`config.mk`:
```
export PLATFORM = sky130hd
export DESIGN_NAME = checksum_crc_accelerator
export DESIGN_NICKNAME = d
export VERILOG_FILES = /design/src/rtl/ccrc_pkg.sv /design/src/rtl/ccrc_byte_step.sv /design/src/rtl/ccrc_fifo.sv /design/src/rtl/checksum_crc_accelerator.sv
export SDC_FILE = /design/constraint.sdc
export NUM_CORES = 1
export LEC_CHECK = 0
export ABC_AREA = 1
export BUFFER_PORTS_ARGS = -buffer_cell sky130_fd_sc_hd__buf_2
export CAP_MARGIN = 40
export CORE_UTILIZATION = 52
export DETAILED_ROUTE_END_ITERATION = 8
export GPL_TIMING_DRIVEN = 1
export MAX_ROUTING_LAYER = met4
export PLACE_DENSITY = 0.68
export SYNTH_ARGS = -nofsm -noshare
export SYNTH_HDL_FRONTEND = slang
export SYNTH_SLANG_ARGS = --single-unit
export TNS_END_PERCENT = 20
```
`constraint.sdc`:
```
create_clock -name core_clk -period 7.3 [get_ports core_clk]
set_clock_uncertainty 0.2 [all_clocks]
set_input_delay 0.365 -clock core_clk [delete_from_list [all_inputs] [get_ports core_clk]]
set_output_delay 0.365 -clock core_clk [all_outputs]
set_load 0.005 [all_outputs]
```
`src/rtl/ccrc_pkg.sv`:
```
// Constants, field layout and encodings of the checksum/CRC accelerator
package ccrc_pkg;

   // ************************************************************
   // Register addresses
   // ************************************************************
   localparam logic [15:0] ADDR_CFG    = 16'hA078;
   localparam logic [15:0] ADDR_STATUS = 16'hA079;
   localparam logic [15:0] ADDR_DATA0  = 16'hA07C;
   localparam logic [15:0] ADDR_DATA1  = 16'hA07D;
   localparam logic [15:0] ADDR_DATA2  = 16'hA07E;
   localparam logic [15:0] ADDR_DATA3  = 16'hA07F;

   // ************************************************************
   // Configuration and status field positions
   // ************************************************************
   localparam int CFG_WIDTH_LSB = 6;
   localparam int CFG_REVERSE   = 5;
   localparam int CFG_CARRY_DISCARD = 4;
   localparam int CFG_SEED      = 3;
   localparam int CFG_BUSY      = 0;
   localparam int STS_FULL      = 4;
   localparam int STS_EMPTY     = 3;

   // ************************************************************
   // Reset values
   // ************************************************************
   localparam logic [7:0]  CFG_RESET  = 8'h00;
   localparam logic [7:0]  DATA_RESET = 8'h00;
   localparam logic [31:0] SEED_SUM   = 32'h00000000;
   localparam logic [31:0] SEED_CRC16 = 32'h0000FFFF;
   localparam logic [31:0] SEED_CRC32 = 32'hFFFFFFFF;

   // ************************************************************
   // Polynomials and buffering
   // ************************************************************
   localparam logic [15:0] POLY_CRC16_A = 16'h8005;
   localparam logic [15:0] POLY_CRC16_B = 16'h1021;
   localparam logic [31:0] POLY_CRC32   = 32'h04C11DB7;
   localparam int          FIFO_DEPTH   = 16;

   // ************************************************************
   // Encodings
   // ************************************************************
   typedef enum logic [2:0] {
      MODE_OFF    = 3'b000,
      MODE_SUM8   = 3'b001,
      MODE_SUM32  = 3'b010,
      MODE_CRC16A = 3'b011,
      MODE_CRC16B = 3'b100,
      MODE_CRC32  = 3'b101,
      MODE_RSVD   = 3'b110,
      MODE_INIT   = 3'b111
   } mode_t;

   typedef enum logic [1:0] {
      WID_8  = 2'b00,
      WID_16 = 2'b01,
      WID_24 = 2'b10,
      WID_32 = 2'b11
   } width_t;

endpackage

```
`src/rtl/ccrc_byte_step.sv`:
```
// One-byte update step for the checksum and CRC algorithms
`timescale 1ns/10ps
module ccrc_byte_step
   import ccrc_pkg::*;
(
   // Current state and input byte
   input  wire logic [31:0] acc_in,
   input  wire logic [7:0]  data_byte,
   input  wire logic [1:0]  lane,
   input  wire mode_t       mode,
   input  wire logic        carry_discard,
   // Updated state
   output logic      [31:0] acc_out
);

   // Add with optional end-around carry at a chosen width
   function automatic logic [31:0] add_wrap(input logic [31:0] a, input logic [31:0] b,
                                            input logic wide, input logic nc);
      logic [32:0] s;
      logic [8:0]  s8;
      s  = {1'b0, a} + {1'b0, b};
      s8 = {1'b0, a[7:0]} + {1'b0, b[7:0]};
      if (wide) begin
         add_wrap = nc ? s[31:0] : s[31:0] + {31'h0, s[32]};
      end else begin
         add_wrap = {24'h0, nc ? s8[7:0] : s8[7:0] + {7'h0, s8[8]}};
      end
   endfunction

   // MSB-first CRC over one byte
   function automatic logic [31:0] crc_step(input logic [31:0] c, input logic [7:0] d,
                                            input logic [31:0] poly, input logic wide);
      logic [31:0] r;
      logic        fb;
      r = c;
      for (int i = 7; i >= 0; i--) begin
         fb = (wide ? r[31] : r[15]) ^ d[i];
         r  = {r[30:0], 1'b0} ^ (fb ? poly : 32'h0);
      end
      crc_step = wide ? r : {16'h0, r[15:0]};
   endfunction

   always_comb begin
      case (mode)
         MODE_SUM8:   acc_out = add_wrap(acc_in, {24'h0, data_byte}, 1'b0, carry_discard);
         MODE_SUM32:  acc_out = add_wrap(acc_in, {24'h0, data_byte} << {lane, 3'b000},
                                         1'b1, carry_discard);
         MODE_CRC16A: acc_out = crc_step(acc_in, data_byte, {16'h0, POLY_CRC16_A}, 1'b0);
         MODE_CRC16B: acc_out = crc_step(acc_in, data_byte, {16'h0, POLY_CRC16_B}, 1'b0);
         MODE_CRC32:  acc_out = crc_step(acc_in, data_byte, POLY_CRC32, 1'b1);
         default:     acc_out = acc_in;
      endcase
   end

endmodule // ccrc_byte_step

```
`src/rtl/ccrc_fifo.sv`:
```
// Synchronous FIFO with valid/ready on both sides
`timescale 1ns/10ps
module ccrc_fifo
   import ccrc_pkg::*;
#(
   parameter int WIDTH = 35,
   parameter int DEPTH = FIFO_DEPTH
) (
   // Clock and reset
   input  wire logic             core_clk,
   input  wire logic             arst_n,
   input  wire logic             flush,
   // Fill side
   input  wire logic             in_valid,
   output logic                  in_ready,
   input  wire logic [WIDTH-1:0] in_data,
   // Drain side
   output logic                  out_valid,
   input  wire logic             out_ready,
   output logic      [WIDTH-1:0] out_data,
   // Status
   output logic                  full,
   output logic                  empty
);
   localparam int AW = $clog2(DEPTH);

   logic [WIDTH-1:0] mem_reg [DEPTH];
   logic [AW-1:0]    wr_ptr_reg;
   logic [AW-1:0]    rd_ptr_reg;
   logic [AW:0]      count_reg;
   logic             push;
   logic             pop;

   assign full      = (count_reg == (AW+1)'(DEPTH));
   assign empty     = (count_reg == '0);
   assign in_ready  = !full;
   assign out_valid = !empty;
   assign out_data  = mem_reg[rd_ptr_reg];
   assign push      = in_valid && in_ready;
   assign pop       = out_valid && out_ready;

   always_ff @(posedge core_clk) begin
      if (push) begin
         mem_reg[wr_ptr_reg] <= in_data;
      end
   end

   always_ff @(posedge core_clk or negedge arst_n) begin
      if (!arst_n) begin
         wr_ptr_reg <= '0;
         rd_ptr_reg <= '0;
         count_reg  <= '0;
      end else if (flush) begin
         wr_ptr_reg <= '0;
         rd_ptr_reg <= '0;
         count_reg  <= '0;
      end else begin
         if (push) wr_ptr_reg <= (wr_ptr_reg == AW'(DEPTH-1)) ? '0 : wr_ptr_reg + 1'b1;
         if (pop)  rd_ptr_reg <= (rd_ptr_reg == AW'(DEPTH-1)) ? '0 : rd_ptr_reg + 1'b1;
         if (push && !pop) count_reg <= count_reg + 1'b1;
         else if (pop && !push) count_reg <= count_reg - 1'b1;
      end
   end

endmodule // ccrc_fifo

```
`src/rtl/checksum_crc_accelerator.sv`:
```
// Checksum/CRC accelerator with byte-wide register port and input FIFO
// Function
// - Input words of 8, 16, 24 or 32 bits, chosen by two-bit width field.
// - An 8-bit word is folded into the result in one clock cycle.
// - A 16-bit word is folded into the result in two clock cycles.
// - A 32-bit word is folded into the result in four clock cycles.
// - Writing 111 after a mode clears state and loads default seed.
// - High data bytes written first; low-byte write completes entry and starts work.
// - With seed entry set, data-port words load the seed instead of being processed.
// - Result reads straight from data port, unaffected by bit-order settings.
`timescale 1ns/10ps
module checksum_crc_accelerator
   import ccrc_pkg::*;
#(
   parameter int DEPTH = FIFO_DEPTH
) (
   // Clock and reset
   input  wire logic        core_clk,
   input  wire logic        arst_n,
   // Register port
   input  wire logic [15:0] reg_addr,
   input  wire logic [7:0]  reg_wdata,
   input  wire logic        reg_wr,
   input  wire logic        reg_rd,
   output logic      [7:0]  reg_rdata,
   // Status
   output logic             busy,
   output logic             entry_ready
);

   // ************************************************************
   // Types and declarations
   // ************************************************************
   typedef enum logic [0:0] {
      ST_IDLE = 1'b0,
      ST_RUN  = 1'b1
   } state_t;

   localparam int EW = 35;

   width_t      input_width_select_reg;
   logic        reverse_reg;
   logic        carry_discard_reg;
   logic        seed_entry_reg;
   mode_t       algorithm_select_reg;
   logic [7:0]  hold1_reg;
   logic [7:0]  hold2_reg;
   logic [7:0]  hold3_reg;
   logic [31:0] acc_reg;
   logic [31:0] acc_next;
   logic [7:0]  reg_rdata_next;
   state_t      state_reg;
   state_t      state_next;
   logic [31:0] word_reg;
   logic [1:0]  left_reg;
   logic [1:0]  left_next;
   logic [1:0]  step_reg;
   logic [1:0]  step_next;
   logic [1:0]  width_word_reg;

   logic          wr_cfg;
   logic          wr_low;
   logic          init_cmd;
   logic          push_valid;
   logic [EW-1:0] push_data;
   logic          pop_valid;
   logic          pop_ready;
   logic [EW-1:0] pop_data;
   logic          fifo_full;
   logic          fifo_empty;
   logic [31:0]   src_word;
   logic [1:0]    src_width;
   logic [1:0]    lane;
   logic [7:0]    lane_byte;
   logic [7:0]    step_byte;
   logic [31:0]   step_out;
   logic          do_step;
   logic          engine_on;

   // Pick byte by lane index
   function automatic logic [7:0] pick_byte(input logic [31:0] w, input logic [1:0] idx);
      pick_byte = w[{idx, 3'b000} +: 8];
   endfunction

   // Mirror bit order of one byte
   function automatic logic [7:0] mirror(input logic [7:0] b);
      for (int i = 0; i < 8; i++) mirror[i] = b[7-i];
   endfunction

   // Seed value for an algorithm
   function automatic logic [31:0] default_seed(input mode_t m);
      case (m)
         MODE_CRC16A, MODE_CRC16B: default_seed = SEED_CRC16;
         MODE_CRC32:               default_seed = SEED_CRC32;
         default:                  default_seed = SEED_SUM;
      endcase
   endfunction

   // ************************************************************
   // Register write decode
   // ************************************************************
   assign wr_cfg   = reg_wr && (reg_addr == ADDR_CFG);
   assign wr_low   = reg_wr && (reg_addr == ADDR_DATA0);
   assign init_cmd = wr_cfg && (reg_wdata[2:0] == MODE_INIT);
   assign engine_on = (algorithm_select_reg != MODE_OFF) && (algorithm_select_reg != MODE_RSVD);

   always_ff @(posedge core_clk or negedge arst_n) begin
      if (!arst_n) begin
         input_width_select_reg <= width_t'(CFG_RESET[7:6]);
         reverse_reg            <= CFG_RESET[CFG_REVERSE];
         carry_discard_reg      <= CFG_RESET[CFG_CARRY_DISCARD];
         seed_entry_reg         <= CFG_RESET[CFG_SEED];
         algorithm_select_reg   <= mode_t'(CFG_RESET[2:0]);
      end else if (wr_cfg) begin
         input_width_select_reg <= width_t'(reg_wdata[CFG_WIDTH_LSB +: 2]);
         reverse_reg            <= reg_wdata[CFG_REVERSE];
         carry_discard_reg      <= reg_wdata[CFG_CARRY_DISCARD];
         seed_entry_reg         <= reg_wdata[CFG_SEED];
         if (!init_cmd) begin
            algorithm_select_reg <= mode_t'(reg_wdata[2:0]);
         end
      end
   end

   // High bytes are held until the low byte completes the word
   always_ff @(posedge core_clk or negedge arst_n) begin
      if (!arst_n) begin
         hold1_reg <= DATA_RESET;
         hold2_reg <= DATA_RESET;
         hold3_reg <= DATA_RESET;
      end else if (reg_wr) begin
         if (reg_addr == ADDR_DATA1) hold1_reg <= reg_wdata;
         if (reg_addr == ADDR_DATA2) hold2_reg <= reg_wdata;
         if (reg_addr == ADDR_DATA3) hold3_reg <= reg_wdata;
      end
   end

   // ************************************************************
   // Entry FIFO
   // ************************************************************
   assign push_valid = wr_low && (engine_on || seed_entry_reg);
   assign push_data  = {seed_entry_reg, input_width_select_reg,
                        hold3_reg, hold2_reg, hold1_reg, reg_wdata};
   assign entry_ready = !fifo_full;

   ccrc_fifo #(
      .WIDTH (EW),
      .DEPTH (DEPTH)
   ) u_fifo (
      .core_clk  (core_clk),
      .arst_n    (arst_n),
      .flush     (init_cmd),
      .in_valid  (push_valid),
      .in_ready  (),
      .in_data   (push_data),
      .out_valid (pop_valid),
      .out_ready (pop_ready),
      .out_data  (pop_data),
      .full      (fifo_full),
      .empty     (fifo_empty)
   );

   // ************************************************************
   // Byte engine
   // ************************************************************
   assign src_word  = (state_reg == ST_IDLE) ? pop_data[31:0] : word_reg;
   assign src_width = (state_reg == ST_IDLE) ? pop_data[33:32] : width_word_reg;
   assign pop_ready = (state_reg == ST_IDLE);

   // LSB-first order walks lanes upward, MSB-first downward
   always_comb begin
      lane = step_reg;
      if (state_reg == ST_IDLE) begin
         lane = reverse_reg ? src_width : 2'b00;
      end
   end

   assign lane_byte = pick_byte(src_word, lane);
   assign step_byte = (reverse_reg || algorithm_select_reg inside {MODE_SUM8, MODE_SUM32}) ?
                      lane_byte : mirror(lane_byte);
   assign do_step   = (state_reg == ST_RUN) ||
                      (pop_valid && !pop_data[34] && engine_on);

   ccrc_byte_step u_step (
      .acc_in        (acc_reg),
      .data_byte     (step_byte),
      .lane          (lane),
      .mode          (algorithm_select_reg),
      .carry_discard (carry_discard_reg),
      .acc_out       (step_out)
   );

   always_comb begin
      state_next = state_reg;
      left_next  = left_reg;
      step_next  = step_reg;
      case (state_reg)
         ST_IDLE: begin
            if (do_step && (src_width != WID_8)) begin
               state_next = ST_RUN;
               left_next  = src_width - 2'd1;
               step_next  = reverse_reg ? src_width - 2'd1 : 2'd1;
            end
         end
         ST_RUN: begin
            step_next = reverse_reg ? step_reg - 2'd1 : step_reg + 2'd1;
            left_next = left_reg - 2'd1;
            if (left_reg == 2'd0) begin
               state_next = ST_IDLE;
            end
         end
         default: state_next = ST_IDLE;
      endcase
   end

   always_comb begin
      acc_next = acc_reg;
      if (init_cmd) begin
         acc_next = default_seed(algorithm_select_reg);
      end else if (state_reg == ST_IDLE && pop_valid && pop_data[34]) begin
         acc_next = pop_data[31:0];
      end else if (do_step) begin
         acc_next = step_out;
      end
   end

   always_ff @(posedge core_clk or negedge arst_n) begin
      if (!arst_n) begin
         state_reg      <= ST_IDLE;
         left_reg       <= 2'd0;
         step_reg       <= 2'd0;
         word_reg       <= 32'h00000000;
         width_word_reg <= WID_8;
      end else if (init_cmd) begin
         state_reg      <= ST_IDLE;
         left_reg       <= 2'd0;
         step_reg       <= 2'd0;
      end else begin
         state_reg <= state_next;
         left_reg  <= left_next;
         step_reg  <= step_next;
         if (state_reg == ST_IDLE && pop_valid) begin
            word_reg       <= pop_data[31:0];
            width_word_reg <= pop_data[33:32];
         end
      end
   end

   always_ff @(posedge core_clk or negedge arst_n) begin
      if (!arst_n) begin
         acc_reg <= SEED_SUM;
      end else begin
         acc_reg <= acc_next;
      end
   end

   assign busy = (state_reg == ST_RUN) || !fifo_empty;

   // ************************************************************
   // Register read
   // ************************************************************
   always_comb begin
      case (reg_addr)
         ADDR_CFG:    reg_rdata_next = {input_width_select_reg, reverse_reg, carry_discard_reg,
                                        seed_entry_reg, 2'b00, busy};
         ADDR_STATUS: reg_rdata_next = {3'b000, fifo_full, fifo_empty, algorithm_select_reg};
         ADDR_DATA0:  reg_rdata_next = pick_byte(acc_reg, 2'd0);
         ADDR_DATA1:  reg_rdata_next = pick_byte(acc_reg, 2'd1);
         ADDR_DATA2:  reg_rdata_next = pick_byte(acc_reg, 2'd2);
         ADDR_DATA3:  reg_rdata_next = pick_byte(acc_reg, 2'd3);
         default:     reg_rdata_next = 8'h00;
      endcase
   end

   always_ff @(posedge core_clk or negedge arst_n) begin
      if (!arst_n) begin
         reg_rdata <= 8'h00;
      end else if (reg_rd) begin
         reg_rdata <= reg_rdata_next;
      end else begin
         reg_rdata <= 8'h00;
      end
   end

endmodule // checksum_crc_accelerator
```
==> impl_metrics.ini <==
[synthesis]
synth_mux_area_share_pct = 0
synth_simple_gate_area_share_pct = 23.38
synthAdderAreaFrac_pct = 2.168
post-synth-top-count-cell = nand2_1
ys_ff_latch = 684
synth_cell_type_count = 62
synth_nets = 3765
seq_area_frac_synth_pct = 57.71
synth_top_family_by_area = simple AND/OR/NAND/NOR gates
synth_top_area_share_pct = 48.72
syn_avg_cell_area_um2 = 9.382
ys_warn_count = 0
yosys.area.top_type = edfxtp_1
synth_area_um2 = 34520
synth-edff-count = 560
synth_compound_area_share_pct = 7.536
synth_xor_area_share_pct = 3.219
async_reset_ff_share_pct = 18.13
synth_area_leaders = edfxtp_1 49%, nand2_1 10%, dfrtp_1 9.0%, nand3_1 5.9%, nor2_1 4.4%
yosys-top-cells-count = 946 x nand2_1, 560 x edfxtp_1, 407 x nor2_1
syn_inst = 3679
synthFlopType = edfxtp_1

[setup_path]
crit_type = reg2reg
critPathMaxStageDelay_ns = 0.50
ff2ff_path_depth = 54
path_max_fanout = 27
rrSetupSlack_ns = 0.25
rr_endpoint = acc_reg[24]$_DFFE_PN0P_
r2r_start = u_fifo.rd_ptr_reg[0]$_DFFE_PN0P_
cp.arrival_ns = 7.39
cp_top_family = simple AND/OR/NAND/NOR gates
crit_start = u_fifo.rd_ptr_reg[0]$_DFFE_PN0P_
cp_num_cells = 54
crit_slowest_cell = dfrtp_4
crit_path_start_kind = register
worstSetupEndpointType = register
critPathBufInv = 7
critPathCapture = acc_reg[24]$_DFFE_PN0P_
crit_required_ns = 7.64

[timing]
slew_headroom_pct = 33.93
final_hold_viol_count = 0
setup_slack_ns = 0.2524
final.period_utilization_pct = 96.54
maxSlewViolCount = 0
setup_viol = 0
fmaxAchievable_mhz = 141.9
tightest_slew_ns = 0.9874
rsz0062_at_grt = true
fin_crit_ns = 7.048

[global_route]
track_usage_pct = 32.76
grt_max_degree = 66
antenna_found_initial = 0
grt_pass1_vias = 26168
grt_overflow = 0
grt_pass1_wl_mm = 159.6

[outcome]
status = complete, no violations

[finish]
finalInstanceArea_um2 = 40110
final_cell_count_no_fill = 4818
fin_nets = 3983
fin_util_pct = 61.00
diodes = 0
drive_gt1_share_pct = 13.91
area_delta_synth_final_pct = 16.20
largest_reg_flops = 560

[clock_network]
clk_latency_ns = 0.63
cts.path.max_buffers = 3
h-tree-depth = 3
cts_buffers = 69
clk_pin_slew_ns = 0.06
root_buffer = clkbuf_16
tritoncts = built
cts.sinks = 684

[placement]
pre_cts_slack_ns = -0.3278
io_buffers = 37
post-place-cells = 4647
post_dp_cell_area_um2 = 36850
dp_hpwl_mm = 70.09
gp_congestion = 1.079

[die]
chipWidth_um = 259.6
initial_core_util_pct = 52.50
die_area_um2 = 67410
coreArea_um2 = 65750
die_height_um = 259.6
rows = 94
num_io_pins = 38

[detailed_routing]
post-route-drc-count = 0
vias = 28089
avgRoutedWirePerCell_um = 22.56
first_iter_violations = 3312
drt_first_pass_iters = 8
vias_per_cell = 5.830
ant_nets = 0
wl_mm = 108.7

[worst_hold_path]
hold_path.class = in2reg
holdCritStartpoint = reg_addr[3]

[job]
max_cap_viol_count = 0
[layout make-up]
type | instances | area, µm²
clock buffers | 90 | 1888
flip-flops and latches | 684 | 19930
multi-input cells | 2547 | 12890
repair buffers | 310 | 2791
clock inverters | 38 | 415.4
inverters | 284 | 1100
fillers | 5371 | 25640
repair inverters | 1 | 11.26
well taps | 864 | 1081
[kinds of logic (layout without fill, tap and decap cells)]
| group | Yosys count | count (layout) |
|---|---|---|
| and+or+nand+nor | 1919 | 1919 |
| AOI/OAI and AO/OA | 461 | 461 |
| buffers and inverters | 448 | 723 |
| adders and majority gates | 58 | 58 |
| DFF | 684 | 684 |
| xor gates and xnor gates | 109 | 109 |
[cell usage in the layout, fill, tap and decap left out, types with 7 or more instances in the layout]
master	count
nor2_4	20
nor3_1	50
clkbuf_1	15
nand3_2	11
nand4_1	61
buf_6	17
dfrtp_1	121
nor4_1	9
dlygate4sd3_1	10
buf_4	214
nor2_2	13
clkbuf_16	80
o21ai_1	23
inv_2	10
or2_2	14
o21bai_1	7
o211ai_1	18
buf_12	15
inv_1	267
clkinv_1	15
clkinv_2	11
o2111ai_1	7
xnor2_1	18
edfxtp_1	560
nand2_1	919
nand2_2	36
xor2_1	80
a221oi_1	7
buf_2	37
o21ai_0	214
a22oi_1	20
ha_1	53
a21oi_1	110
nand3_1	395
nor2_1	376
o22ai_1	12
[per-stage QoR]
| step | setup TNS [ns] | hold slack (ns) |
|---|---|---|
| global placement | -0.6768 | 0.2152 |
| detailed placement | -0.9796 | 0.2179 |
| finish | 0 | 0.07855 |
| CTS | 0 | 0.01095 |
| floorplan | 0 | -0.1306 |
| global route | -1.163 | 0.05851 |
[worst register-to-register path: cells and delay by family, from the launching register on]
kind / cells / cell delay, ns
fa+ha+maj: 3 / 0.75
compound gates: 8 / 1.01
simple gates: 36 / 3.76
buf+inv: 7 / 0.77
flops: 1 / 0.50
[worst min path at each step]
stage                         endpoint  slack (ns)  cells past startpoint
2_1_floorplan   acc_reg[0]$_DFFE_PN0P_       -0.13                      0
3_3_place_gp   acc_reg[27]$_DFFE_PN0P_        0.22                      1
3_5_place_dp   acc_reg[27]$_DFFE_PN0P_        0.22                      1
4_1_cts         reg_rdata[5]$_DFF_PN0_        0.01                      3
5_1_grt         reg_rdata[5]$_DFF_PN0_        0.06                      3
6_report        reg_rdata[5]$_DFF_PN0_        0.08                      3
[timing repair]
action / in CTS / in global routing
buffers inserted: 2 / 20
hold buffers: 10 / 0
gates resized for setup: 9 / 129
endpoints found under the hold margin: 196 / 0
gates cloned: 0 / 11
endpoints found under the setup margin: 6 / 16
pin swaps: 0 / 51
[routing by layer]
metal / wire [µm] / global-route usage, %
met5: 0 / -
met4: 5673 / 16.50
met1: 42630 / 42.61
met3: 10010 / 4.893
met2: 50390 / 50.15
Power is not shown: default switching activity piles up to over one toggle a cycle in this logic, so the estimate is an artifact.
